===== config.mk =====
export PLATFORM = sky130hd
export DESIGN_NAME = link_device_flat
export DESIGN_NICKNAME = d
export VERILOG_FILES = /design/src/link_pkg.sv /design/src/link_if.sv /design/src/link_device.sv /design/src/flat_wrapper.sv
export VERILOG_INCLUDE_DIRS = /design/src
export SDC_FILE = /design/constraint.sdc
export NUM_CORES = 1
export LEC_CHECK = 0
export ABC_AREA = 1
export BUFFER_PORTS_ARGS = -buffer_cell sky130_fd_sc_hd__clkbuf_2
export CORE_MARGIN = 3
export CORE_UTILIZATION = 30
export DETAILED_ROUTE_END_ITERATION = 6
export GPL_TIMING_DRIVEN = 0
export MAX_ROUTING_LAYER = met4
export SYNTH_ARGS = -nofsm -noshare
export SYNTH_HDL_FRONTEND = slang
export SYNTH_SLANG_ARGS = --single-unit

===== constraint.sdc =====
create_clock -name clk_sys -period 1.9 [get_ports clk_sys]
set_clock_uncertainty 0.05 [all_clocks]
set_input_delay 0.38 -clock clk_sys [delete_from_list [all_inputs] [get_ports clk_sys]]
set_output_delay 0.38 -clock clk_sys [all_outputs]
set_load 0.005 [all_outputs]

===== src/link_cfg.svh =====
`ifndef LINK_CFG_SVH
`define LINK_CFG_SVH
`define QUICK_SETUP_ADDR 8'h5e
`define LINK_CTRL1_ADDR 8'h5f
`define DDC_MODE_ADDR 8'h63
`define LANE_COUNT_ADDR 8'h6e
`define LINK_PARAM_A_ADDR 8'h72
`define LINK_PARAM_B_ADDR 8'h73
`define LINK_CTRL1_RESET 8'h14
`define DDC_MODE_RESET 4'h0
`define LINK_PARAM_RESET 5'h00
`define PRESET_PARAM 5'h0f
`define BIT_TAIL_PRN 6
`define BIT_TEST_SAMPLE 5
`define BIT_LANE_SYNC 4
`define BIT_ILAS_HI 3
`define BIT_ILAS_LO 2
`define BIT_FRAME_ALIGN_CHAR_INSERT_OFF 1
`define BIT_POWER_DOWN 0
`define CTRL1_WRITE_MASK 8'h7f
`define K28_3 8'h7c
`define K28_5 8'hbc
`define K28_7 8'hfc
`define LFSR_SEED 31'h7fffffff
`define ILAS_OFF 2'h0
`define ILAS_ON 2'h1
`define ILAS_REPEAT 2'h3
`define AXI_OKAY 2'h0
`define AXI_SLVERR 2'h2
`define HOST_CMD_OFFSET 4'h0
`define HOST_STATUS_OFFSET 4'h4
`define HOST_RDATA_OFFSET 4'h8
`endif


===== src/link_pkg.sv =====
package link_pkg;
  typedef logic [7:0] byte_t;
  typedef enum logic [1:0] {ILAS_DISABLED, ILAS_ENABLED, ILAS_RESERVED, ILAS_CONTINUOUS} ilas_t;
  typedef enum {H_IDLE, H_WRITE, H_READ, H_WAIT} host_state_t;
endpackage


===== src/link_if.sv =====
`timescale 1ns/1ps
interface link_if;
  logic wrEn;
  logic rdEn;
  logic [7:0] addr;
  logic [7:0] wdata;
  logic [7:0] rdata;
  logic rvalid;
  logic syncRequestN;
  modport device (input wrEn, input rdEn, input addr, input wdata, output rdata, output rvalid,
    input syncRequestN);
  modport host (output wrEn, output rdEn, output addr, output wdata, input rdata,
    input rvalid, output syncRequestN);
endinterface


===== src/link_device.sv =====
// Chosen here: the AXI4-Lite interface to the registers.
`timescale 1ns/1ps
`include "link_cfg.svh"
// How it works
// - code 0x81: mode 8, one lane
// - code 0x82: mode 8, two lanes
// - code 0x91: mode 9, one lane
// - codes C1/C2/C4: mode C, lanes 0/1/3
// - codes D1/D2: mode D, lanes 0/1
// - codes E1/E2/E4: mode E, lanes 0/1/3
// - presets write 0xF to both parameter registers
// - undefined codes change nothing
// - tail bits zero when random fill off
// - tail bits from 31-bit LFSR when on
// - test samples replace converter data
// - no lane sync: only K28.7 alignment
// - lane sync: K28.3 or K28.7 alignment
// - software keeps insertion on with lane sync
// - alignment mode 00 off, 01 on, 10 reserved
// - alignment mode 11 repeats sequence continuously
// - bit 1 set disables character insertion
// - power-down holds link in reset, clock off
// - sync request drives K28.5 characters
// - software powers down before reconfiguring
// - control register one resets to 0x14
// - quick setup register reads back zero
module link_device #(
  parameter int TAIL_BITS = 2
) (
  input wire logic clk_sys,
  input wire logic rst,
  input wire logic clkEn,
  link_if.device port,
  input wire logic [15:0] sampleIn,
  input wire logic endOfFrame,
  input wire logic endOfMultiframe,
  output logic [TAIL_BITS-1:0] tailBits,
  output logic [15:0] sampleOut,
  output logic [7:0] controlChar,
  output logic controlCharValid,
  output logic linkReset,
  output logic linkClockEnable,
  output logic ilasActive,
  output logic ilasContinuous,
  output logic [3:0] decimationMode,
  output logic [4:0] laneCount
);
  import link_pkg::*;

  initial begin
    if (TAIL_BITS < 1 || TAIL_BITS > 16) $error("TAIL_BITS out of range");
  end

  typedef struct packed {
    logic [7:0] ctrl;
    logic [3:0] ddcMode;
    logic [4:0] lanes;
    logic [4:0] paramA;
    logic [4:0] paramB;
    logic [30:0] lfsr;
    logic [1:0] sync0;
    logic [1:0] sync1;
    logic ilasDone;
    logic [7:0] rdata;
    logic rvalid;
    logic [TAIL_BITS-1:0] tail;
    logic [15:0] sample;
    logic [7:0] kchar;
    logic kvalid;
    logic [15:0] testCount;
  } dev_state_t;

  dev_state_t cur;
  dev_state_t next_cur;
  logic syncReq;
  logic [30:0] stepped;
  ilas_t ilasMode;

  // ---------------------------------------------------------------
  // control and link logic
  // ---------------------------------------------------------------
  always_comb begin
    next_cur = cur;
    syncReq = ~cur.sync1[1];
    ilasMode = ilas_t'(cur.ctrl[`BIT_ILAS_HI:`BIT_ILAS_LO]);
    stepped = cur.lfsr;
    next_cur.sync0 = {cur.sync0[0], port.syncRequestN};
    next_cur.sync1 = {cur.sync1[0], cur.sync0[1]};
    next_cur.rvalid = port.rdEn;
    next_cur.rdata = 8'h00;
    if (port.rdEn) begin
      case (port.addr)
        `QUICK_SETUP_ADDR: next_cur.rdata = 8'h00;
        `LINK_CTRL1_ADDR: next_cur.rdata = cur.ctrl;
        `DDC_MODE_ADDR: next_cur.rdata = {4'h0, cur.ddcMode};
        `LANE_COUNT_ADDR: next_cur.rdata = {3'h0, cur.lanes};
        `LINK_PARAM_A_ADDR: next_cur.rdata = {3'h0, cur.paramA};
        `LINK_PARAM_B_ADDR: next_cur.rdata = {3'h0, cur.paramB};
        default: next_cur.rdata = 8'h00;
      endcase
    end
    if (port.wrEn) begin
      case (port.addr)
        `LINK_CTRL1_ADDR: next_cur.ctrl = port.wdata & `CTRL1_WRITE_MASK;
        `DDC_MODE_ADDR: next_cur.ddcMode = port.wdata[3:0];
        `LANE_COUNT_ADDR: next_cur.lanes = port.wdata[4:0];
        `LINK_PARAM_A_ADDR: next_cur.paramA = port.wdata[4:0];
        `LINK_PARAM_B_ADDR: next_cur.paramB = port.wdata[4:0];
        `QUICK_SETUP_ADDR: begin
          case (port.wdata)
            8'h81, 8'h82, 8'h91, 8'hc1, 8'hc2, 8'hc4, 8'hd1, 8'hd2, 8'he1, 8'he2, 8'he4: begin
              next_cur.ddcMode = port.wdata[7:4] == 4'h8 ? 4'h8 : port.wdata[7:4];
              case (port.wdata[3:0])
                4'h1: next_cur.lanes = 5'h00;
                4'h2: next_cur.lanes = 5'h01;
                4'h4: next_cur.lanes = 5'h03;
                default: next_cur.lanes = cur.lanes;
              endcase
              next_cur.paramA = `PRESET_PARAM;
              next_cur.paramB = `PRESET_PARAM;
            end
            default: next_cur = next_cur;
          endcase
        end
        default: next_cur = next_cur;
      endcase
    end
    // link datapath, held in reset while powered down
    if (cur.ctrl[`BIT_POWER_DOWN]) begin
      next_cur.lfsr = `LFSR_SEED;
      next_cur.ilasDone = 1'b0;
      next_cur.tail = '0;
      next_cur.sample = 16'h0000;
      next_cur.kchar = 8'h00;
      next_cur.kvalid = 1'b0;
      next_cur.testCount = 16'h0000;
    end else begin
      for (int i = 0; i < TAIL_BITS; i++) begin
        stepped = {stepped[29:0], stepped[30] ^ stepped[27]};
      end
      next_cur.lfsr = stepped;
      next_cur.tail = cur.ctrl[`BIT_TAIL_PRN] ? stepped[TAIL_BITS-1:0] : '0;
      next_cur.testCount = cur.testCount + 16'h0001;
      next_cur.sample = cur.ctrl[`BIT_TEST_SAMPLE] ? cur.testCount : sampleIn;
      next_cur.kvalid = 1'b0;
      next_cur.kchar = 8'h00;
      if (syncReq) begin
        next_cur.kchar = `K28_5;
        next_cur.kvalid = 1'b1;
        next_cur.ilasDone = 1'b0;
      end else begin
        if (endOfMultiframe) next_cur.ilasDone = 1'b1;
        if (!cur.ctrl[`BIT_FRAME_ALIGN_CHAR_INSERT_OFF] && endOfFrame) begin
          next_cur.kvalid = 1'b1;
          next_cur.kchar = `K28_7;
          if (cur.ctrl[`BIT_LANE_SYNC] && endOfMultiframe) next_cur.kchar = `K28_3;
        end
      end
    end
  end

  always_ff @(posedge clk_sys) begin
    if (rst) begin
      cur <= '0;
      cur.ctrl <= `LINK_CTRL1_RESET;
      cur.lfsr <= `LFSR_SEED;
      cur.sync0 <= 2'h3;
      cur.sync1 <= 2'h3;
    end else if (clkEn) begin
      cur <= next_cur;
    end
  end

  // ---------------------------------------------------------------
  // outputs
  // ---------------------------------------------------------------
  assign port.rdata = cur.rdata;
  assign port.rvalid = cur.rvalid;
  assign tailBits = cur.tail;
  assign sampleOut = cur.sample;
  assign controlChar = cur.kchar;
  assign controlCharValid = cur.kvalid;
  assign linkReset = cur.ctrl[`BIT_POWER_DOWN];
  assign linkClockEnable = ~cur.ctrl[`BIT_POWER_DOWN];
  assign ilasActive = !cur.ctrl[`BIT_POWER_DOWN] && (ilasMode == ILAS_CONTINUOUS ||
    (ilasMode == ILAS_ENABLED && !cur.ilasDone && !syncReq));
  assign ilasContinuous = ilasMode == ILAS_CONTINUOUS;
  assign decimationMode = cur.ddcMode;
  assign laneCount = cur.lanes;
endmodule


===== src/flat_wrapper.sv =====
// flat-port wrapper written by rule: the top's interface ports become plain ports
module link_device_flat import link_pkg::*;
#(
  parameter int TAIL_BITS = 2
)
  (clk_sys, rst, clkEn, sampleIn, endOfFrame, endOfMultiframe, tailBits, sampleOut, controlChar, controlCharValid, linkReset, linkClockEnable, ilasActive, ilasContinuous, decimationMode, laneCount, port_wrEn, port_rdEn, port_addr, port_wdata, port_rdata, port_rvalid, port_syncRequestN);
  link_if port_i ();
  input wire logic clk_sys;
  input wire logic rst;
  input wire logic clkEn;
  input wire logic [15:0] sampleIn;
  input wire logic endOfFrame;
  input wire logic endOfMultiframe;
  output logic [TAIL_BITS-1:0] tailBits;
  output logic [15:0] sampleOut;
  output logic [7:0] controlChar;
  output logic controlCharValid;
  output logic linkReset;
  output logic linkClockEnable;
  output logic ilasActive;
  output logic ilasContinuous;
  output logic [3:0] decimationMode;
  output logic [4:0] laneCount;
  input wire logic [$bits(port_i.wrEn)-1:0] port_wrEn;
  input wire logic [$bits(port_i.rdEn)-1:0] port_rdEn;
  input wire logic [$bits(port_i.addr)-1:0] port_addr;
  input wire logic [$bits(port_i.wdata)-1:0] port_wdata;
  output wire logic [$bits(port_i.rdata)-1:0] port_rdata;
  output wire logic [$bits(port_i.rvalid)-1:0] port_rvalid;
  input wire logic [$bits(port_i.syncRequestN)-1:0] port_syncRequestN;
  assign port_i.wrEn = port_wrEn;
  assign port_i.rdEn = port_rdEn;
  assign port_i.addr = port_addr;
  assign port_i.wdata = port_wdata;
  assign port_rdata = port_i.rdata;
  assign port_rvalid = port_i.rvalid;
  assign port_i.syncRequestN = port_syncRequestN;
  link_device #(.TAIL_BITS(TAIL_BITS)) u_core (.clk_sys(clk_sys), .rst(rst), .clkEn(clkEn), .port(port_i), .sampleIn(sampleIn), .endOfFrame(endOfFrame), .endOfMultiframe(endOfMultiframe), .tailBits(tailBits), .sampleOut(sampleOut), .controlChar(controlChar), .controlCharValid(controlCharValid), .linkReset(linkReset), .linkClockEnable(linkClockEnable), .ilasActive(ilasActive), .ilasContinuous(ilasContinuous), .decimationMode(decimationMode), .laneCount(laneCount));
endmodule

After elaboration in Yosys (flattened, before gate mapping)
Index checks and enable logic that the tools add are counted.
W data, S select, Z words.
- input port bits: 40
- output and inout port bits: 49
- register bits: 114
- muxes and demuxes: 19
- add/subtract/negate cells: 1
- reduce and logical (&&, ||, !) cells: 20
- bitwise logic cells: 3
- equal/unequal tests: 26
- operators with widths (cell ; count):
    $eq A8 B8 Y1 const B ; 11
    $eq A8 B7 Y1 const B ; 6
    $mux W43 ; 1
    $pmux W7 S5 ; 1
    $mux W31 ; 1
    $pmux W5 S2 ; 3
    $mux W19 ; 1
    $mux W9 ; 2
    $add A16 B1 Y16 const B ; 1
    $mux W16 ; 1
    $pmux W5 S3 ; 1
    $reduce_and A4 Y1 ; 3
    $reduce_or A11 Y1 ; 1
    $mux W8 ; 1
    $pmux W4 S2 ; 1
    $reduce_bool A2 Y1 ; 4
    $mux W7 ; 1
    $logic_and A1 B1 Y1 ; 5
    $reduce_and A5 Y1 ; 1
    $eq A4 B1 Y1 const B ; 1
    $eq A4 B2 Y1 const B ; 1
    $eq A4 B3 Y1 const B ; 1
    $eq A4 B4 Y1 const B ; 1
    $mux W4 ; 1
    13 further kinds ; 18

Logic depth before layout (Yosys ltp)
- depth in word-level cells: 5
- gate-level depth with buffers: 13
- mapped depth without buffers: 12

Least setup slack after synthesis
OpenSTA, ideal clock, no wires.
- path kind: in2reg
- start: in port_addr[7]
- end: reg u_core.cur, in the netlist u_core.laneCount[0]
- buffers on the path: 1
- setup time: 115 ps
- cell stages on the path: 11
- arrival time: 1326 ps
- required time: 1735 ps
- path slack: 409 ps
- path through: inv_1 nand2_2 inv_2 nand2_1 nor2_4 nand2_1 nor2_2 nand2_2 buf_6 a21oi_1 nor2_1
- longest elaborated chain between the ends: 3
- RTL lines (element ; RTL line ; source):
    from (decl) ; flat_wrapper.sv:26 ; input wire logic [$bits(port_i.addr)-1:0] port_addr;
    $eq A8 B7 Y1 ; link_device.sv:103 ; case (port.addr)
    $ne A4 B4 Y1 (no line) (tied with other cells) ; -- ;
    $reduce_and A5 Y1 (no line) ; -- ;
    to (signal assigned) ; link_device.sv:170 ; cur <= next_cur;
    to (decl) ; link_device.sv:73 ; dev_state_t cur;
Parallel ways exist; a longest one is shown, timed or not.
A chain may end at the register's enable or synchronous reset.

Final worst setup path
- start: reg u_core.cur, in the netlist u_core.linkReset
- end: reg u_core.cur[15] (netlist bit)
- longest elaborated chain between the ends: 1
- RTL lines (element ; RTL line ; source):
    $mux W43 ; link_device.sv:129 ; if (cur.ctrl[`BIT_POWER_DOWN]) begin
No other way between the ends.

==> reports/metrics.cfg <==
[floorplan]
rows = 47
coreArea_um2 = 16800
die_x_um = 138
die-height_um = 138
initial_utilization_pct = 31.0
die_area_um2 = 19000
io-pin-count = 89

[sta]
setup_viol = 0
setup_ws_ns = 0.151
holdWs_ns = 0.210
min_period_ns = 1.75
fin_crit_sh_pct = 92.1
finalMaxSlewViolations = 0
finalHoldViolations = 0
tns_ns = 0
worstMarginPinSlew_ns = 0.569
rsz0062_at_grt = false
slew-limit-headroom_pct = 62.1
fmax_ghz = 0.572

[drt]
wl_mm = 13.3
drc_errors = 0
via_per_inst = 4.47
dr.pass1.iters = 5
dr.first_iter.drc_count = 279
routedWlPerCell_um = 12.4
postRouteAntennaNets = 0
vias = 4787

[synth]
ys_warn_count = 0
synthTopCellsByArea = dfxtp_1, nand2_1, a21oi_1
postSynthAreaPerCell_um2 = 6.96
synth-edff-count = 0
yosys.area.top_type = dfxtp_1
yosys_register_bits = 107
yosysMostFrequentCell = nand2_1
synthCells = 748
yosysTopAreaCellShare_pct = 41.2
synth_commonest_cells = nand2_1, dfxtp_1, a21oi_1
synthArstFlopShare_pct = 0
seq_area_frac_synth_pct = 41.2
synth-main-ff-cell = dfxtp_1
syn-cell-area_um2 = 5200
synth_cell_types = 34

[clock_network]
cts_buffer_depth = 2
htree_levels = 3
cts_made_buffers = 9
cts_root_buffer = clkbuf_16
cts_sinks = 107
cts_setup_buffers = 0
clkLatencyLatePin_ns = 0.34
cts_tree = built
path_clk_slew_ns = 0.07

[global_route]
grt_use_met1_pct = 19.6
grt_pass1_vias = 4359
grt_antenna_before_repair = 0
grt_max_degree = 18
grt_pass1_wl_mm = 21.2
use_met2_pct = 22.3
overflow = 0
grt_usage_pct = 14.4
grt.busiest_layer = met2
gr-usage-met3_pct = 1.83

[placed_design]
port_buffers = 84
hpwl_mm = 10.0
place_congestion = 0.835
place_ws_ns = 0.0297

[worst_setup_path]
crit_type = register to register
cp-end-kind = register
required_ns = 2.10
cp_max_fo = 10
arrival_ns = 1.95
start_kind = register
r2r_slack_ns = 0.15

[final_layout]
antenna-diode-count = 0
nFillCells = 1805
regArea_um2 = 2140
layout-drive-gt1-share_pct = 21.1
fin_nets = 886
synthToLayoutAreaGrowth_pct = 19.4
multi_input_area_um2 = 2350

[power]
p_leak_nw = 2.83
p_total_mw = 4.74
worst_ir_drop_vdd_v = 0.000447
p_per_area_nw_per_um2 = 762

[run]
maxCapViolations = 0

[run_status]
outcome = finished, final reports clean

[hold_path]
hp-class = input port to register

[kinds of logic after synthesis]
| kind of cell | after synthesis | synth area share [%] |
|---|---|---|
| flip-flops | 107 | 41.2 |
| buffers and inverters | 136 | 13.7 |
| other | 1 | 0.0721 |
| adder cells (fa/ha/maj) | 1 | 0.240 |
| AND/OR/NAND/NOR | 374 | 31.1 |
| XOR/XNOR | 2 | 0.337 |
| AO/OA/AOI/OAI | 127 | 13.3 |
[path summary, 6_finish.rpt]
path | startpoint | endpoint | depth (start not counted)
min reg2reg | u_core.cur[88]$_SDFFE_PP0P_ | u_core.cur[88]$_SDFFE_PP0P_ | 2
max | u_core.linkReset$_SDFFE_PP0P_ | u_core.cur[15]$_SDFFE_PP0P_ | 6
min | port_syncRequestN | u_core.cur[55]$_SDFFE_PP1P_ | 3
max reg2reg | u_core.linkReset$_SDFFE_PP0P_ | u_core.cur[15]$_SDFFE_PP0P_ | 6
[stage by stage]
step	instances	util [%]	cell area, um^2
2_1_floorplan	750	-	5210
3_3_place_gp	1054	35.2	5910
3_5_place_dp	1054	35.2	5910
4_1_cts	1070	37.1	6210
5_1_grt	1070	37.1	6210
6_report	1070	37.1	6210
[cell type report]
| class | instances | area share, % |
|---|---|---|
| inverters | 64 | 3.97 |
| clock inverters | 4 | 0.926 |
| plain buffers | 72 | 7.59 |
| multi-input cells | 507 | 37.9 |
| flip-flops and latches | 107 | 34.5 |
| well taps | 220 | 4.43 |
| clock buffers | 12 | 3.97 |
| repair buffers | 84 | 6.77 |
[timing repair]
item	in CTS	in global routing
setup endpoints to repair	0	14
hold buffers	0	0
gates resized for setup	0	1
hold endpoints to repair	0	0
[per-layer routing]
metal / up-vias / share of wire, % / wire (um)
met3: 11 / 5.1 / 672
met1: 2118 / 50 / 6630
met5: - / 0 / 0
li1: 2562 / - / -
met4: 0 / 0.94 / 125
met2: 96 / 44 / 5840
[layout by cell type, fill, tap and decap left out, types with 9 or more instances in the layout]
| cell type | instances |
|---|---|
| nor2_1 | 71 |
| nand3_1 | 64 |
| o21ai_0 | 43 |
| nand2_1 | 198 |
| nor3_1 | 10 |
| clkbuf_16 | 9 |
| clkbuf_1 | 18 |
| nand4_1 | 10 |
| dfxtp_1 | 107 |
| a21oi_1 | 76 |
| inv_1 | 56 |
| buf_4 | 44 |
| clkbuf_2 | 84 |
[power breakdown]
group,switching [mW],internal (mW)
Combinational,0.270,0.186
Clock,0.839,1.07
Sequential,0.0455,2.32
Total,1.15,3.58
[registers in the layout (all words and copies together), names as in the netlist]
name	count
u_core.controlChar	3
u_core.cur	68
u_core.decimationMode	4
u_core.laneCount	5
u_core.linkReset	1
u_core.port.rdata	7
u_core.port.rvalid	1
u_core.sampleOut	16
u_core.tailBits	2
[worst max-delay path: stages (launching register included)]
cell        delay, ns
dfxtp_1          0.55
nand2_1          0.12
nand2_2          0.24
clkinvlp_4       0.26
clkbuf_1         0.28
nand2_1          0.12
nor2_1           0.04
Note: power is estimated with default switching activity, not from simulation.
